## src/dcc_consts.vh

```
// register map, field positions and reset values of the dual comparator control
// assumes a 32-bit APB slave with byte addresses and 8-bit registers in the low lanes
`ifndef DCC_CONSTS_VH
`define DCC_CONSTS_VH

// register byte addresses
`define DCC_ADDR_W          8
`define DCC_OFS_C1_CTRL0    8'h00
`define DCC_OFS_C1_CTRL1    8'h04
`define DCC_OFS_C2_CTRL0    8'h08
`define DCC_OFS_C2_CTRL1    8'h0C
`define DCC_OFS_MIRROR      8'h10
`define DCC_OFS_IRQ_FLAGS   8'h14
`define DCC_OFS_PORT_READ   8'h18

// control register 0 fields
`define DCC_C0_ON           7
`define DCC_C0_OUT          6
`define DCC_C0_PIN_EN       5
`define DCC_C0_INVERT       4
`define DCC_C0_SPEED        2
`define DCC_C0_HYST         1
`define DCC_C0_SYNC         0
`define DCC_CTRL0_WMASK     8'hB7
`define DCC_CTRL0_RESET     8'h04

// control register 1 fields
`define DCC_C1_RISE         7
`define DCC_C1_FALL         6
`define DCC_C1_POS_HI       5
`define DCC_C1_POS_LO       4
`define DCC_C1_NEG_HI       1
`define DCC_C1_NEG_LO       0
`define DCC_CTRL1_WMASK     8'hF3
`define DCC_CTRL1_RESET     8'h00

// mirror and flag register fields
`define DCC_MIR_C1          0
`define DCC_MIR_C2          1
`define DCC_BYTE_ZERO       8'h00

// positive input select codes and routed sources
`define DCC_PSEL_PIN        2'h0
`define DCC_PSEL_DAC        2'h1
`define DCC_PSEL_FIXED      2'h2
`define DCC_PSEL_ALT        2'h3
`define DCC_ROUTE_PIN       3'h0
`define DCC_ROUTE_DAC       3'h1
`define DCC_ROUTE_FIXED     3'h2
`define DCC_ROUTE_SHARED    3'h3
`define DCC_ROUTE_GROUND    3'h4

`endif

```

## src/dcc_sync2.v

```verilog
// two-flop synchroniser for levels entering the instruction clock domain
// assumes the caller reads only q; the first stage stays private
`timescale 1ns/1ns
`default_nettype none

module dcc_sync2 #(
  parameter WIDTH = 1
) (
  // clock and reset
  input  wire             clock,
  input  wire             rst_n,
  // level in and out
  input  wire [WIDTH-1:0] d,
  output reg  [WIDTH-1:0] q
);

  reg [WIDTH-1:0] meta;

  always @(posedge clock or negedge rst_n)
  begin
    if (!rst_n)
    begin
      meta <= {WIDTH{1'b0}};
      q    <= {WIDTH{1'b0}};
    end
    else
    begin
      meta <= d;
      q    <= meta;
    end
  end

endmodule
`default_nettype wire

```

## src/dcc_channel.v

```verilog
// one comparator's result path: polarity, timer-synchronous latch, edge flag
// assumes raw comes already synchronised and tmr_fall is a one-cycle pulse
`timescale 1ns/1ns
`default_nettype none
`include "dcc_consts.vh"

module dcc_channel #(
  parameter ALT_IS_GROUND = 0
) (
  // clock and reset
  input  wire       clock,
  input  wire       rst_n,
  // configuration
  input  wire       comp_on,
  input  wire       invert,
  input  wire       sync_en,
  input  wire       rise_en,
  input  wire       fall_en,
  input  wire [1:0] pos_sel,
  // events
  input  wire       raw,
  input  wire       tmr_fall,
  input  wire       flag_clr,
  // results
  output reg        result,
  output reg        ext_result,
  output reg        irq_flag,
  output reg  [2:0] pos_route
);

  // disabled comparator reads low before polarity, so on/off can make an edge
  wire next_result = (raw & comp_on) ^ invert;
  wire rise        = next_result & ~result & rise_en;
  wire fall        = ~next_result & result & fall_en;

  always @(posedge clock or negedge rst_n)
  begin
    if (!rst_n)
    begin
      result     <= 1'b0;
      ext_result <= 1'b0;
      irq_flag   <= 1'b0;
      pos_route  <= `DCC_ROUTE_PIN;
    end
    else
    begin
      result <= next_result;
      if (!sync_en || tmr_fall)
        ext_result <= next_result;
      if (rise || fall)
        irq_flag <= 1'b1;
      else if (flag_clr)
        irq_flag <= 1'b0;
      case (pos_sel)
        `DCC_PSEL_PIN:   pos_route <= `DCC_ROUTE_PIN;
        `DCC_PSEL_DAC:   pos_route <= `DCC_ROUTE_DAC;
        `DCC_PSEL_FIXED: pos_route <= `DCC_ROUTE_FIXED;
        default:
          pos_route <= ALT_IS_GROUND ? `DCC_ROUTE_GROUND : `DCC_ROUTE_SHARED;
      endcase
    end
  end

endmodule
`default_nettype wire

```

## src/dcc_top.v

```verilog
// top of the dual comparator control: APB register bank, two channels, port reads
// assumes analog results, prescaled timer clock and port pins arrive asynchronously
//
// Decided for this implementation: register access over APB and the address map.
`timescale 1ns/1ns
`default_nettype none
`include "dcc_consts.vh"

module dcc_top (
  // clock and reset
  input  wire        clock,
  input  wire        resetn,
  // APB slave
  input  wire        psel,
  input  wire        penable,
  input  wire        pwrite,
  input  wire [7:0]  paddr,
  input  wire [31:0] pwdata,
  output reg         pready,
  output reg  [31:0] prdata,
  output reg         pslverr,
  // analog comparator front ends
  input  wire        comp1_raw,
  input  wire        comp2_raw,
  output reg         comp1_enable,
  output reg         comp2_enable,
  output reg         comp1_speed,
  output reg         comp2_speed,
  output reg         comp1_hysteresis,
  output reg         comp2_hysteresis,
  output reg  [2:0]  comp1_pos_route,
  output reg  [2:0]  comp2_pos_route,
  output reg  [1:0]  comp1_neg_select,
  output reg  [1:0]  comp2_neg_select,
  // timer clock after the prescaler
  input  wire        timer_clk_prescaled,
  // timer gate and PWM shutdown sources
  output reg         comp1_timer_gate,
  output reg         comp2_timer_gate,
  output reg         comp1_shutdown,
  output reg         comp2_shutdown,
  // interrupt flags towards the interrupt controller
  output reg         comp1_irq_flag,
  output reg         comp2_irq_flag,
  // result output pins
  input  wire        pin_direction1,
  input  wire        pin_direction2,
  output reg         result1_pin_out,
  output reg         result1_pin_oe,
  output reg         result2_pin_out,
  output reg         result2_pin_oe,
  // port read path
  input  wire [7:0]  port_pins,
  input  wire [7:0]  analog_select
);

  // reset release
  reg        rst_meta;
  reg        rst_n;

  // control registers, writable bits only
  reg  [7:0] c1_ctrl0;
  reg  [7:0] c1_ctrl1;
  reg  [7:0] c2_ctrl0;
  reg  [7:0] c2_ctrl1;

  // synchronised inputs
  wire [1:0] raw_sync;
  wire       tclk_sync;
  wire [7:0] port_sync;
  reg        tclk_prev;
  wire       tmr_fall;

  // channel results
  wire       res1;
  wire       res2;
  wire       ext1;
  wire       ext2;
  wire       flag1;
  wire       flag2;
  wire [2:0] route1;
  wire [2:0] route2;

  // bus decode
  wire       setup_phase;
  wire       access_done;
  wire       do_write;
  wire [7:0] wbyte;
  reg  [7:0] next_rbyte;
  reg        next_err;
  wire       clr1;
  wire       clr2;

  always @(posedge clock or negedge resetn)
  begin
    if (!resetn)
    begin
      rst_meta <= 1'b0;
      rst_n    <= 1'b0;
    end
    else
    begin
      rst_meta <= 1'b1;
      rst_n    <= rst_meta;
    end
  end

  dcc_sync2 #(.WIDTH(2)) u_raw_sync (
    .clock (clock),
    .rst_n (rst_n),
    .d     ({comp2_raw, comp1_raw}),
    .q     (raw_sync)
  );

  dcc_sync2 #(.WIDTH(1)) u_tclk_sync (
    .clock (clock),
    .rst_n (rst_n),
    .d     (timer_clk_prescaled),
    .q     (tclk_sync)
  );

  dcc_sync2 #(.WIDTH(8)) u_port_sync (
    .clock (clock),
    .rst_n (rst_n),
    .d     (port_pins),
    .q     (port_sync)
  );

  // edge taken from the prescaled clock, so the latch never races the count
  always @(posedge clock or negedge rst_n)
  begin
    if (!rst_n)
      tclk_prev <= 1'b0;
    else
      tclk_prev <= tclk_sync;
  end

  assign tmr_fall = tclk_prev & ~tclk_sync;

  // APB: setup cycle prepares the answer, first access cycle completes it
  assign setup_phase = psel & ~penable;
  assign access_done = psel & penable & pready;
  assign do_write    = access_done & pwrite & ~pslverr;
  assign wbyte       = pwdata[7:0];

  // flag clear is write-one; a same-cycle edge wins inside the channel
  assign clr1 = do_write & (paddr == `DCC_OFS_IRQ_FLAGS) & wbyte[`DCC_MIR_C1];
  assign clr2 = do_write & (paddr == `DCC_OFS_IRQ_FLAGS) & wbyte[`DCC_MIR_C2];

  always @*
  begin
    next_rbyte = `DCC_BYTE_ZERO;
    next_err   = 1'b0;
    case (paddr)
      `DCC_OFS_C1_CTRL0:
        next_rbyte = (c1_ctrl0 & `DCC_CTRL0_WMASK) | ({7'h00, res1} << `DCC_C0_OUT);
      `DCC_OFS_C1_CTRL1:
        next_rbyte = c1_ctrl1 & `DCC_CTRL1_WMASK;
      `DCC_OFS_C2_CTRL0:
        next_rbyte = (c2_ctrl0 & `DCC_CTRL0_WMASK) | ({7'h00, res2} << `DCC_C0_OUT);
      `DCC_OFS_C2_CTRL1:
        next_rbyte = c2_ctrl1 & `DCC_CTRL1_WMASK;
      `DCC_OFS_MIRROR:
        next_rbyte = {6'h00, res2, res1};
      `DCC_OFS_IRQ_FLAGS:
        next_rbyte = {6'h00, flag2, flag1};
      `DCC_OFS_PORT_READ:
        next_rbyte = port_sync & ~analog_select;
      default:
        next_err = 1'b1;
    endcase
  end

  always @(posedge clock or negedge rst_n)
  begin
    if (!rst_n)
    begin
      pready  <= 1'b0;
      prdata  <= 32'h0000_0000;
      pslverr <= 1'b0;
    end
    else if (setup_phase)
    begin
      pready  <= 1'b1;
      prdata  <= {24'h00_0000, next_rbyte};
      pslverr <= next_err;
    end
    else if (access_done)
    begin
      pready  <= 1'b0;
      pslverr <= 1'b0;
    end
  end

  // control register writes; read-only and unused positions are masked off
  always @(posedge clock or negedge rst_n)
  begin
    if (!rst_n)
    begin
      c1_ctrl0 <= `DCC_CTRL0_RESET;
      c2_ctrl0 <= `DCC_CTRL0_RESET;
      c1_ctrl1 <= `DCC_CTRL1_RESET;
      c2_ctrl1 <= `DCC_CTRL1_RESET;
    end
    else if (do_write)
    begin
      case (paddr)
        `DCC_OFS_C1_CTRL0: c1_ctrl0 <= wbyte & `DCC_CTRL0_WMASK;
        `DCC_OFS_C1_CTRL1: c1_ctrl1 <= wbyte & `DCC_CTRL1_WMASK;
        `DCC_OFS_C2_CTRL0: c2_ctrl0 <= wbyte & `DCC_CTRL0_WMASK;
        `DCC_OFS_C2_CTRL1: c2_ctrl1 <= wbyte & `DCC_CTRL1_WMASK;
        default:           c1_ctrl0 <= c1_ctrl0;
      endcase
    end
  end

  dcc_channel #(.ALT_IS_GROUND(0)) u_chan1 (
    .clock      (clock),
    .rst_n      (rst_n),
    .comp_on    (c1_ctrl0[`DCC_C0_ON]),
    .invert     (c1_ctrl0[`DCC_C0_INVERT]),
    .sync_en    (c1_ctrl0[`DCC_C0_SYNC]),
    .rise_en    (c1_ctrl1[`DCC_C1_RISE]),
    .fall_en    (c1_ctrl1[`DCC_C1_FALL]),
    .pos_sel    (c1_ctrl1[`DCC_C1_POS_HI:`DCC_C1_POS_LO]),
    .raw        (raw_sync[0]),
    .tmr_fall   (tmr_fall),
    .flag_clr   (clr1),
    .result     (res1),
    .ext_result (ext1),
    .irq_flag   (flag1),
    .pos_route  (route1)
  );

  dcc_channel #(.ALT_IS_GROUND(1)) u_chan2 (
    .clock      (clock),
    .rst_n      (rst_n),
    .comp_on    (c2_ctrl0[`DCC_C0_ON]),
    .invert     (c2_ctrl0[`DCC_C0_INVERT]),
    .sync_en    (c2_ctrl0[`DCC_C0_SYNC]),
    .rise_en    (c2_ctrl1[`DCC_C1_RISE]),
    .fall_en    (c2_ctrl1[`DCC_C1_FALL]),
    .pos_sel    (c2_ctrl1[`DCC_C1_POS_HI:`DCC_C1_POS_LO]),
    .raw        (raw_sync[1]),
    .tmr_fall   (tmr_fall),
    .flag_clr   (clr2),
    .result     (res2),
    .ext_result (ext2),
    .irq_flag   (flag2),
    .pos_route  (route2)
  );

  // configuration copies for the analog front ends; every port leaves a flop
  always @(posedge clock or negedge rst_n)
  begin
    if (!rst_n)
    begin
      comp1_enable     <= 1'b0;
      comp2_enable     <= 1'b0;
      comp1_speed      <= 1'b1;
      comp2_speed      <= 1'b1;
      comp1_hysteresis <= 1'b0;
      comp2_hysteresis <= 1'b0;
      comp1_pos_route  <= `DCC_ROUTE_PIN;
      comp2_pos_route  <= `DCC_ROUTE_PIN;
      comp1_neg_select <= 2'h0;
      comp2_neg_select <= 2'h0;
    end
    else
    begin
      comp1_enable     <= c1_ctrl0[`DCC_C0_ON];
      comp2_enable     <= c2_ctrl0[`DCC_C0_ON];
      comp1_speed      <= c1_ctrl0[`DCC_C0_SPEED];
      comp2_speed      <= c2_ctrl0[`DCC_C0_SPEED];
      comp1_hysteresis <= c1_ctrl0[`DCC_C0_HYST];
      comp2_hysteresis <= c2_ctrl0[`DCC_C0_HYST];
      comp1_pos_route  <= route1;
      comp2_pos_route  <= route2;
      comp1_neg_select <= c1_ctrl1[`DCC_C1_NEG_HI:`DCC_C1_NEG_LO];
      comp2_neg_select <= c2_ctrl1[`DCC_C1_NEG_HI:`DCC_C1_NEG_LO];
    end
  end

  // result copies for gate, shutdown and pins; costs one cycle of lag
  always @(posedge clock or negedge rst_n)
  begin
    if (!rst_n)
    begin
      comp1_timer_gate <= 1'b0;
      comp2_timer_gate <= 1'b0;
      comp1_shutdown   <= 1'b0;
      comp2_shutdown   <= 1'b0;
      result1_pin_out  <= 1'b0;
      result1_pin_oe   <= 1'b0;
      result2_pin_out  <= 1'b0;
      result2_pin_oe   <= 1'b0;
    end
    else
    begin
      comp1_timer_gate <= ext1;
      comp2_timer_gate <= ext2;
      comp1_shutdown   <= res1;
      comp2_shutdown   <= res2;
      // pin drive ignores the comparator enable; only the pin enable bit and direction gate it
      result1_pin_out  <= ext1;
      result1_pin_oe   <= c1_ctrl0[`DCC_C0_PIN_EN] & ~pin_direction1;
      result2_pin_out  <= ext2;
      result2_pin_oe   <= c2_ctrl0[`DCC_C0_PIN_EN] & ~pin_direction2;
    end
  end

  // flag copies for the interrupt controller, one cycle behind the sticky flag
  always @(posedge clock or negedge rst_n)
  begin
    if (!rst_n)
    begin
      comp1_irq_flag   <= 1'b0;
      comp2_irq_flag   <= 1'b0;
    end
    else
    begin
      comp1_irq_flag   <= flag1;
      comp2_irq_flag   <= flag2;
    end
  end

endmodule
`default_nettype wire

```

## config.mk

```make
export PLATFORM = sky130hd
export DESIGN_NAME = dcc_top
export DESIGN_NICKNAME = d
export VERILOG_FILES = /design/src/dcc_sync2.v /design/src/dcc_channel.v /design/src/dcc_top.v
export VERILOG_INCLUDE_DIRS = /design/src
export SDC_FILE = /design/constraint.sdc
export NUM_CORES = 1
export LEC_CHECK = 0
export BUFFER_PORTS_ARGS = -buffer_cell sky130_fd_sc_hd__buf_4
export CAP_MARGIN = 20
export CORE_AREA = 4 4 95 142
export CTS_CLUSTER_DIAMETER = 50
export CTS_CLUSTER_SIZE = 40
export DETAILED_ROUTE_END_ITERATION = 6
export DIE_AREA = 0 0 99 146
export HOLD_SLACK_MARGIN = 0.12
export SETUP_SLACK_MARGIN = 0.15
export SLEW_MARGIN = 0
export SYNTH_ARGS = -nofsm -noshare
export SYNTH_HDL_FRONTEND = slang
export SYNTH_SLANG_ARGS = --single-unit
```

## constraint.sdc

```tcl
create_clock -name clock -period 5.9 [get_ports clock]
set_input_delay 0.59 -clock clock [delete_from_list [all_inputs] [get_ports clock]]
set_output_delay 0.59 -clock clock [all_outputs]
set_load 0.005 [all_outputs]
```

Word level (Yosys, flattened, before mapping)
Index checks and enable logic that the tools add are counted.

operators by class
  eq/ne operators = 10
  muxes and demuxes = 11
  bitwise logic cells = 36
  reduce and logical (&&, ||, !) cells = 17

operators by type and width
  cell                  number
  $pmux W8 S7           1
  $eq A8 B5 Y1 const B  3
  $and A1 B1 Y1         21
  $eq A8 B4 Y1 const B  2
  $or A8 B7 Y8          2
  $not A1 Y1            9
  $pmux W3 S3           1
  $and A8 B8 Y8         1
  $eq A8 B3 Y1 const B  1
  $logic_not A8 Y1      1
  $mux W1               8
  $not A8 Y8            1
  $reduce_and A2 Y1     4
  $reduce_or A7 Y1      1
  $pmux W2 S3           1
  $reduce_bool A2 Y1    3
  $eq A2 B1 Y1 const B  2
  $eq A2 B2 Y1 const B  2
  $logic_not A2 Y1      2
  $logic_or A1 B1 Y1    4
  $logic_not A1 Y1      2
  $xor A1 B1 Y1         2

word-level totals
  register bits after elaboration = 93
  bits of input ports = 66
  output and inout bits = 60
  word-level logic and storage cells = 116

Depth between registers and ports, before layout
Gate-level depths: netlist of run 1.

  word-level depth = 8
  gate-level depth with buffers = 6
  mapped depth without buffers = 4

By module
Synthesis of run 1 repeated with hierarchy kept, for this count alone.

unflattened totals
  cell total of the unflattened synthesis = 267
  area, all modules = 3731.1 sq um

by module, submodules not included
  module                   times used  cells each  area each (sq um)  sequential area each (sq um)
  dcc_top                  1           207         2717.6             1531.5
  dcc_sync2 (u_port_sync)  1           16          400.4              400.4
  dcc_channel (u_chan2)    1           19          244.0              150.1
  dcc_channel (u_chan1)    1           19          219.0              125.1
  dcc_sync2 (u_raw_sync)   1           4           100.1              100.1
  dcc_sync2 (u_tclk_sync)  1           2           50.0               50.0

Worst setup path before layout of run 1
OpenSTA, ideal clock, no wires.

  path type = input-to-reg
  from = input paddr[5]
  to = register c1_ctrl0[0]
  library setup time = 125 ps
  arrival = 1788 ps
  required time = 5775 ps
  setup slack = 3987 ps
  stages on the path = 5
  path buffers = 1
  path through = nor3_2 -> nand4_1 -> or3_1 -> buf_6 -> mux2_4

between the ends
  word-level cells in the longest chain between the ends = 2

ends and longest elaborated chain
  what                                RTL line       RTL
  start: declaration                  dcc_top.v:17   input wire [7:0] paddr,
  $logic_not A8 Y1                    dcc_top.v:207  case (paddr)
  $reduce_and A2 Y1 (no source line)  --
  end signal: assignment              dcc_top.v:200  c1_ctrl0 <= `DCC_CTRL0_RESET;
  end signal: assignment              dcc_top.v:208  `DCC_OFS_C1_CTRL0: c1_ctrl0 <= wbyte & `DCC_CTRL0_WMASK;
  end signal: assignment              dcc_top.v:212  default: c1_ctrl0 <= c1_ctrl0;
  end: declaration                    dcc_top.v:62   reg [7:0] c1_ctrl0;

Every way passes these cells.
A chain may end at the register's enable or synchronous reset.

Final worst setup path of run 1
  from = input paddr[5]
  to = register c2_ctrl0[4]

between the ends
  word-level cells in the longest chain between the ends = 2

ends and longest elaborated chain
  what                                RTL line       RTL
  $eq A8 B4 Y1                        dcc_top.v:207
  $reduce_and A2 Y1 (no source line)  --
  end signal: assignment              dcc_top.v:201  c2_ctrl0 <= `DCC_CTRL0_RESET;
  end signal: assignment              dcc_top.v:210  `DCC_OFS_C2_CTRL0: c2_ctrl0 <= wbyte & `DCC_CTRL0_WMASK;
  end: declaration                    dcc_top.v:64   reg [7:0] c2_ctrl0;

Every way passes these cells.

==> summary.md, run 1 <==
| Metric | Value |
|---|---|
| Status | `finished clean` |
| TNS Setup | `0 ns` |
| Worst Setup SP | `paddr[5]` |
| Hold Violations, Final | `0` |
| Slew Limit Fails | `0` |
| R2R depth | `4` |
| GR Overflow Total | `0` |
| Slew margin rel. | `~40%` |
| EDFF count, synth | `0` |
| Worst Skew | `0.00902 ns` |
| Crit path to | `c2_ctrl0[4]` |
| Minimum clock period | `around 2.2 ns` |
| Top-Level Pins | `roughly 130` |
| Root Driver | `clkbuf_16` |
| Top cells by count, synth | `dfrtp_1, buf_4, mux2_2, nand2_1, nor2b_1` |
| Critical-path top delay cell | `nor2b_1` |
| Reg2reg start | `pready` |
| CP Max Fanout | `6` |
| Critical path buffers and inverters | `1` |
| Layout Nets | `roughly 400` |
| F_max | `~0.46 GHz` |
| Mapped Cells | `257` |
| Largest net degree at the start of global routing | `74` |
| Synth unique cells | `41` |
| Buffers on Ports | `between 70 and 80` |
| Met1 Routed Length | `2.81 mm` |
| Final antenna-violating net count | `0` |
| First-pass GRT wire length | `between 10 and 15 mm` |
| Placeable Area | `approximately 12000 um2` |
| Maxcap violations | `0` |
| Fillers | `about 1.2k` |
| Leading area contributor after synthesis | `dfrtp_1` |
| Clk_lat worst skew | `between 0.3 and 0.4 ns` |
| Drt first pass iters | `4` |
| Worst EP arrival | `approximately 2.4 ns` |
| Place WS | `~3.3 ns` |
| # diodes | `0` |
| Worst stage delay on the critical path | `a little over 0.7 ns` |
| Non-Filler Instances | `about 490` |
| Post-route clock period utilization | `37.1%` |
| Die Ht | `roughly 150 um` |
| Clock slew at reported path FFs | `0.06 ns` |
| Vias in the first global route | `roughly 2.3k` |
| Post-CTS resize count | `0` |
| Max Used Layer | `met4` |
| Hold WS | `about 0.19 ns` |
| Met3 wire length | `570 um` |
| Post-synthesis sequential area ratio | `64.8%` |
| Crit path depth | `5` |
| Die X | `between 90 and 100 um` |
| Clk sink count | `93` |
| Vias | `between 2k and 2.5k` |
| Power per cell area | `slightly below 300 nW/um2` |
| GRT Total Usage | `about 11%` |
| Data required, critical path | `approximately 6.1 ns` |
| CTS Buf Count | `9` |
| Element type at the critical path start | `input pin` |
| Leakage | `about 2.2 nW` |
| Crit end category | `register` |
| Synthesis-to-layout area growth | `25.6%` |
| Hold Crit Class | `reg2async` |
| Gpl congestion | `around 0.8` |
| Post-Place Cells | `475` |
| Ys flop type | `dfrtp_1` |
| Unrepaired setup endpoints after global routing | `no` |
| Wirelength, routed | `7.69 mm` |
| Yosys reg bits | `just over 90` |
| Layout cell share with drive strength beyond 1 | `around 39%` |
| CTS tree | `built` |
| Metal2 WL | `about 4.2 mm` |
| Setup slack after layout | `~3.7 ns` |
| Final setup violation count | `0` |
| Main area contributors after synthesis | `dfrtp_1, mux2_2, buf_4` |
| Rows | `50` |
| Wirelength per Cell | `15.6 um` |
| Top delay family on crit path | `simple AND/OR/NAND/NOR gates` |
| Clk buf depth | `2` |
| Synth warn | `0` |
| Worst R2R End | `c2_ctrl0[4]` |
| Syn_area_per_cell | `between 10 and 15 um2` |
| Post-DP HPWL | `about 5.6 mm` |
| Crit Path Category | `in2reg` |
| Number of vias per cell | `about 4.3` |
| CTS HTree Levels | `3` |
| Worst VDD drop | `roughly 0.14 mV` |
| Post-route DRC | `0` |
| R2r setup slk | `approximately 3.9 ns` |
| Post-synth ARST share | `100%` |
| Die ar. | `approximately 14000 um2` |
| CP cell instances | `buf_4, nor3_2, nand4_1, nor2b_1, mux2_2` |
| Drt initial violations | `around 130` |
| Mapped cell area | `3600 um2` |
| Least-Margin Pin Slew | `about 0.9 ns` |
| Synth top area share | `about three fifths` |
| Initial antenna violation count | `0` |
| Top-count cell post-synth | `dfrtp_1` |
| Initial Utilization | `between 20% and 30%` |
-- flip-flops by register name, summed over array words and instances (netlist names), 2 cells and up --
register,cells
comp2_neg_select,2
comp1_pos_route,2
c1_ctrl1,6
prdata,8
u_port_sync.q,8
u_chan1.pos_route,2
comp2_pos_route,3
comp1_neg_select,2
u_chan2.pos_route,3
u_raw_sync.meta,2
c2_ctrl1,6
c1_ctrl0,6
c2_ctrl0,6
u_raw_sync.q,2
u_port_sync.meta,8
-- cell usage in the layout (no fill, tap or decap), drive strengths merged, types with 3 or more instances in the layout --
cell    instances
dfrtp          89
buf            76
conb           26
mux2           26
nand2          14
nor2b          12
clkbuf         10
inv            10
nor2            6
o21ai           6
mux4            5
nand3           4
nand2b          4
nand3b          4
dfstp           4
and4b           3
o311ai          3
-- where the power goes --
group / internal (mW) / switching [mW]
Clock: 0.343 / 0.244
Combinational: 0.0286 / 0.0337
Sequential: 0.650 / 0.00720
-- layer usage --
metal  track usage, %  vias up
li1                 -      972
met1             12.1     1057
met2             19.8       70
met3             4.03        9
met4             3.83        0
met5                0        -
-- cells by family after synthesis --
logic type | Yosys count | synth area share (%)
other | 2 | 0.209
DFF | 93 | 64.8
buffers and inverters | 46 | 7.96
and+or+nand+nor | 61 | 10.2
AOI/OAI and AO/OA | 21 | 4.21
xor gates and xnor gates | 2 | 0.487
muxes | 32 | 12.2
-- worst min path at each step --
stage | end | slack, ns | cells after the start
3_3_place_gp | u_port_sync.meta[2] | 0.19 | 0
6_report | u_port_sync.meta[7] | 0.19 | 0
3_5_place_dp | u_port_sync.meta[7] | 0.20 | 0
5_1_grt | u_port_sync.meta[2] | 0.22 | 0
2_1_floorplan | rst_meta | 0.29 | 0
4_1_cts | u_port_sync.meta[5] | 0.20 | 0
-- area by class of cell --
| cell class | count | area [um2] | share of cell area [%] |
|---|---|---|---|
| sequential | 93 | 2340 | 51.7 |
| inverter | 8 | 30.0 | 0.664 |
| tap | 156 | 195 | 4.32 |
| clock inverter | 6 | 70.1 | 1.55 |
| timing repair buffer | 77 | 581 | 12.8 |
| multi-input combinational | 142 | 1070 | 23.7 |
| clock buffer | 10 | 239 | 5.29 |
-- stage by stage --
step,cell area (um2),utilization [%],power [mW]
3_5_place_dp,4200,34.1,0.732
4_1_cts,4520,36.7,1.33
5_1_grt,4520,36.7,1.36
6_report,4520,36.7,1.31
3_3_place_gp,4200,34.1,0.730
2_1_floorplan,3690,-,0.707
-- timing repair --
item,CTS,global route
hold buffers,1,0
endpoints found under the hold margin,2,0
buffers inserted,0,0
endpoints found under the setup margin,0,0
(Power assumes the default switching activity.)
==> run 2: changes to the inputs <==
ABC_AREA = 1   (was default)
CORE_AREA = 4 4 97 145   (was 4 4 95 142)
DIE_AREA = 0 0 101 149   (was 0 0 99 146)
clock period = 1.9 ns   (was 5.9 ns; I/O delays follow)
==> run 2 against run 1 <==
Effect of this change:
- synthesized cell count rose by 41%
- first-iteration DRC count grew 11%
- clock power rose to 2.8 times the previous value
- worst hold slack worse by 0.058 ns
- count of clock-buffer cells in the layout stayed put
- combinational power rose to 3.8 times the previous value
- critical path depth is the same
- highest routed layer unchanged
- cell area increased by 6.5%
- worst setup slack worse by 3.4 ns
- synthesized area is 4.4% higher
==> summary.md, run 2 <==
| Metric | Value |
|---|---|
| Commonest non-fill, non-tap cell in the layout | `dfrtp_1` |
| Die X | `101 um (+2.0%)` |
| Synth warn | `0 (unchanged)` |
| Post-synthesis sequential area ratio | `62.1% (-2.7 points)` |
| Layout Nets | `525 (+32%)` |
| Data required, critical path | `2.13 ns (-4.00 ns)` |
| CTS HTree Levels | `3 (unchanged)` |
| Clk_lat worst skew | `0.34 ns (about the same)` |
| Leakage | `2.46 nW (+10%)` |
| Post-route clock period utilization | `roughly 86%` |
| Wirelength, routed | `8.82 mm (+15%)` |
| Hold Violations, Final | `0 (unchanged)` |
| Wirelength per Cell | `14.2 um (-9.4%)` |
| Reg power frac | `52.5% (+2.2 points)` |
| Final setup violation count | `0 (unchanged)` |
| Crit end category | `register` |
| Post-route DRC | `0 (unchanged)` |
| TNS Setup | `0 ns (unchanged)` |
| CP Max Fanout | `12 (+6)` |
| Unrepaired setup endpoints after global routing | `no` |
| CP cell instances | `nand2_2, nor3_4, nand3_2, nand2_1, o21ai_2` |
| Vias in the first global route | `2737 (+19%)` |
| Critical-path top delay cell | `dfrtp_1` |
| Initial antenna violation count | `0 (unchanged)` |
| EDFF count, synth | `0 (unchanged)` |
| Rows | `51 (+2.0%)` |
| CTS Buf Count | `9 (unchanged)` |
| Die Ht | `149 um (+2.1%)` |
| Buffers on Ports | `75 (unchanged)` |
| Most frequent cells in the layout | `dfrtp_1, buf_4, nand2_1` |
| Maxcap violations | `0 (unchanged)` |
| Yosys reg bits | `93 (unchanged)` |
| Top-Level Pins | `126 (unchanged)` |
| Placeable Area | `12800 um2 (+4.1%)` |
| CTS tree | `built` |
| Leading area contributor after synthesis | `dfrtp_1` |
| Status | `finished clean` |
| Slew Limit Fails | `0 (unchanged)` |
| Combinational Power Share | `6.0% (+1.2 points)` |
| Synth unique cells | `26 (-37%)` |
| Mapped cell area | `3760 um2 (+4.4%)` |
| Worst VDD drop | `0.462 mV (+220%)` |
| Worst EP arrival | `1.85 ns (-0.57 ns)` |
| Post-DP HPWL | `6.66 mm (+18%)` |
| PnR Total Power | `3.90 mW (+200%)` |
| Final antenna-violating net count | `0 (unchanged)` |
| Vias | `2647 (+26%)` |
| Largest net degree at the start of global routing | `39 (-47%)` |
| Crit Path Category | `reg2reg` |
| Largest registers | `prdata x8, u_port_sync.meta x8, u_port_sync.q x8` |
| Clk sink count | `93 (unchanged)` |
| GRT Total Usage | `12.5% (+1.3 points)` |
| Main area contributors after synthesis | `dfrtp_1, nand2_1, buf_4` |
| Hold WS | `0.132 ns (-0.0584 ns)` |
| Root Driver | `clkbuf_16` |
| P_sw | `887 uW (+210%)` |
| Drt initial violations | `146 (+11%)` |
| Worst Skew | `0.00689 ns (-0.00213 ns)` |
| Mapped Cells | `363 (+41%)` |
| Power per cell area | `810 nW/um2 (+180%)` |
| Number of vias per cell | `4.25 (-0.83%)` |
| Initial Utilization | `29.3% (+0.087 points)` |
| Minimum clock period | `approximately 1.6 ns` |
| Worst stage delay on the critical path | `0.39 ns (-0.32 ns)` |
| Ys flop type | `dfrtp_1` |
| Top delay family on crit path | `simple AND/OR/NAND/NOR gates` |
| Top-count cell post-synth | `dfrtp_1` |
| First-pass GRT wire length | `14.1 mm (+14%)` |
| Synthesis-to-layout area growth | `28.1%` |
| Clock share of power | `41.5% (-3.5 points)` |
| Layout cell share with drive strength beyond 1 | `29.1% (-9.6 points)` |
| Top cells by count, synth | `dfrtp_1, nand2_1, inv_1, nand3_1, buf_4` |
| Critical path buffers and inverters | `0 (-1)` |
| GR Overflow Total | `0 (unchanged)` |
| # diodes | `0 (unchanged)` |
| Synth top area share | `59.3% (-2.6 points)` |
| Drt first pass iters | `4 (unchanged)` |
| Clk buf depth | `2 (unchanged)` |
| Gpl congestion | `0.855 (+10%)` |
| Element type at the critical path start | `register` |
| Hold Crit Class | `in2reg` |
| F_max | `0.615 GHz` |
| Post-synth ARST share | `100% (unchanged)` |
| Clock slew at reported path FFs | `0.06 ns (about the same)` |
| Die ar. | `15000 um2 (+4.1%)` |
| Switching Share | `22.8% (+0.95 points)` |
| Syn_area_per_cell | `10.3 um2 (-26%)` |
| Int Power | `3.01 mW (+190%)` |
==> run 2: cell types whose count changed after synthesis, moves of 6 or more <==
cell	delta
a21oi_1	+6
inv_1	+27
mux2_2	-20
mux2_4	-6
nand2_1	+66
nand3_1	+27
nor2_1	+14
nor2b_1	-12
o21ai_1	+10
o21ai_2	+18
==> run 2: what timing repair did <==
action                                 CTS  global route
gates resized for setup                  0             0
hold buffers                            16             0
setup buffers                            0             0
endpoints found under the hold margin   18             0
==> run 2: tightest hold or removal path, stage by stage <==
cell	delay (ns)
buf_4	0.09
inv_1	0.05
o21ai_2	0.12
==> run 2: path summary, 6_finish.rpt <==
kind,from,to,slack [ns],cells past startpoint
worst max register to register,pready,c2_ctrl1[0],0.27,5
worst min register to register,rst_n,u_port_sync.q[6],0.27,0
worst max-delay path,pready,c2_ctrl1[0],0.27,5
min in group asynchronous,resetn,rst_n,0.17,2
max in group asynchronous,rst_n,c2_ctrl0[1],1.07,1
worst min-delay path,pwdata[6],c2_ctrl1[6],0.13,3
==> run 2: per-layer routing <==
metal | vias to the layer above | global-route usage, % | routed length, um
li1 | 1284 | - | -
met1 | 1247 | 13.6 | 3160
met2 | 94 | 21.8 | 4800
met3 | 22 | 3.23 | 544
met4 | 0 | 6.72 | 323
met5 | - | 0 | 0
==> run 2: layout make-up <==
cell class                      instances  area [um2]
Timing Repair Buffer                   98         788
Tap cell                              159         199
Clock inverter                          6        37.5
Clock buffer                           10         229
Sequential cell                        93        2340
Inverter                               36         138
Fill cell                            1280        8010
Multi-Input combinational cell        221        1090
==> run 2: power groups by stage <==
stage,registers (mW),clock network [mW],logic (mW)
floorplan,2.09,0,0.111
global placement,2.08,0,0.207
detailed placement,2.09,0,0.211
CTS,2.05,1.68,0.238
global route,2.05,1.76,0.263
finish,2.05,1.62,0.234
==> run 2: kinds of logic after synthesis <==
group | synth area share [%]
buffers and inverters | 11.4
other | 0.200
xor gates and xnor gates | 0.466
AOI/OAI and AO/OA | 7.73
and+or+nand+nor | 18.1
DFF | 62.1
==> run 2: through the flow <==
step / utilization [%] / cell area, um2 / cells / setup slack, ns
2_1_floorplan: - / 3850 / 387 / 0.338
3_3_place_gp: 34.2 / 4390 / 591 / 0.307
3_5_place_dp: 34.2 / 4390 / 591 / 0.265
4_1_cts: 37.5 / 4810 / 623 / 0.256
5_1_grt: 37.5 / 4810 / 623 / 0.158
6_report: 37.5 / 4810 / 623 / 0.274
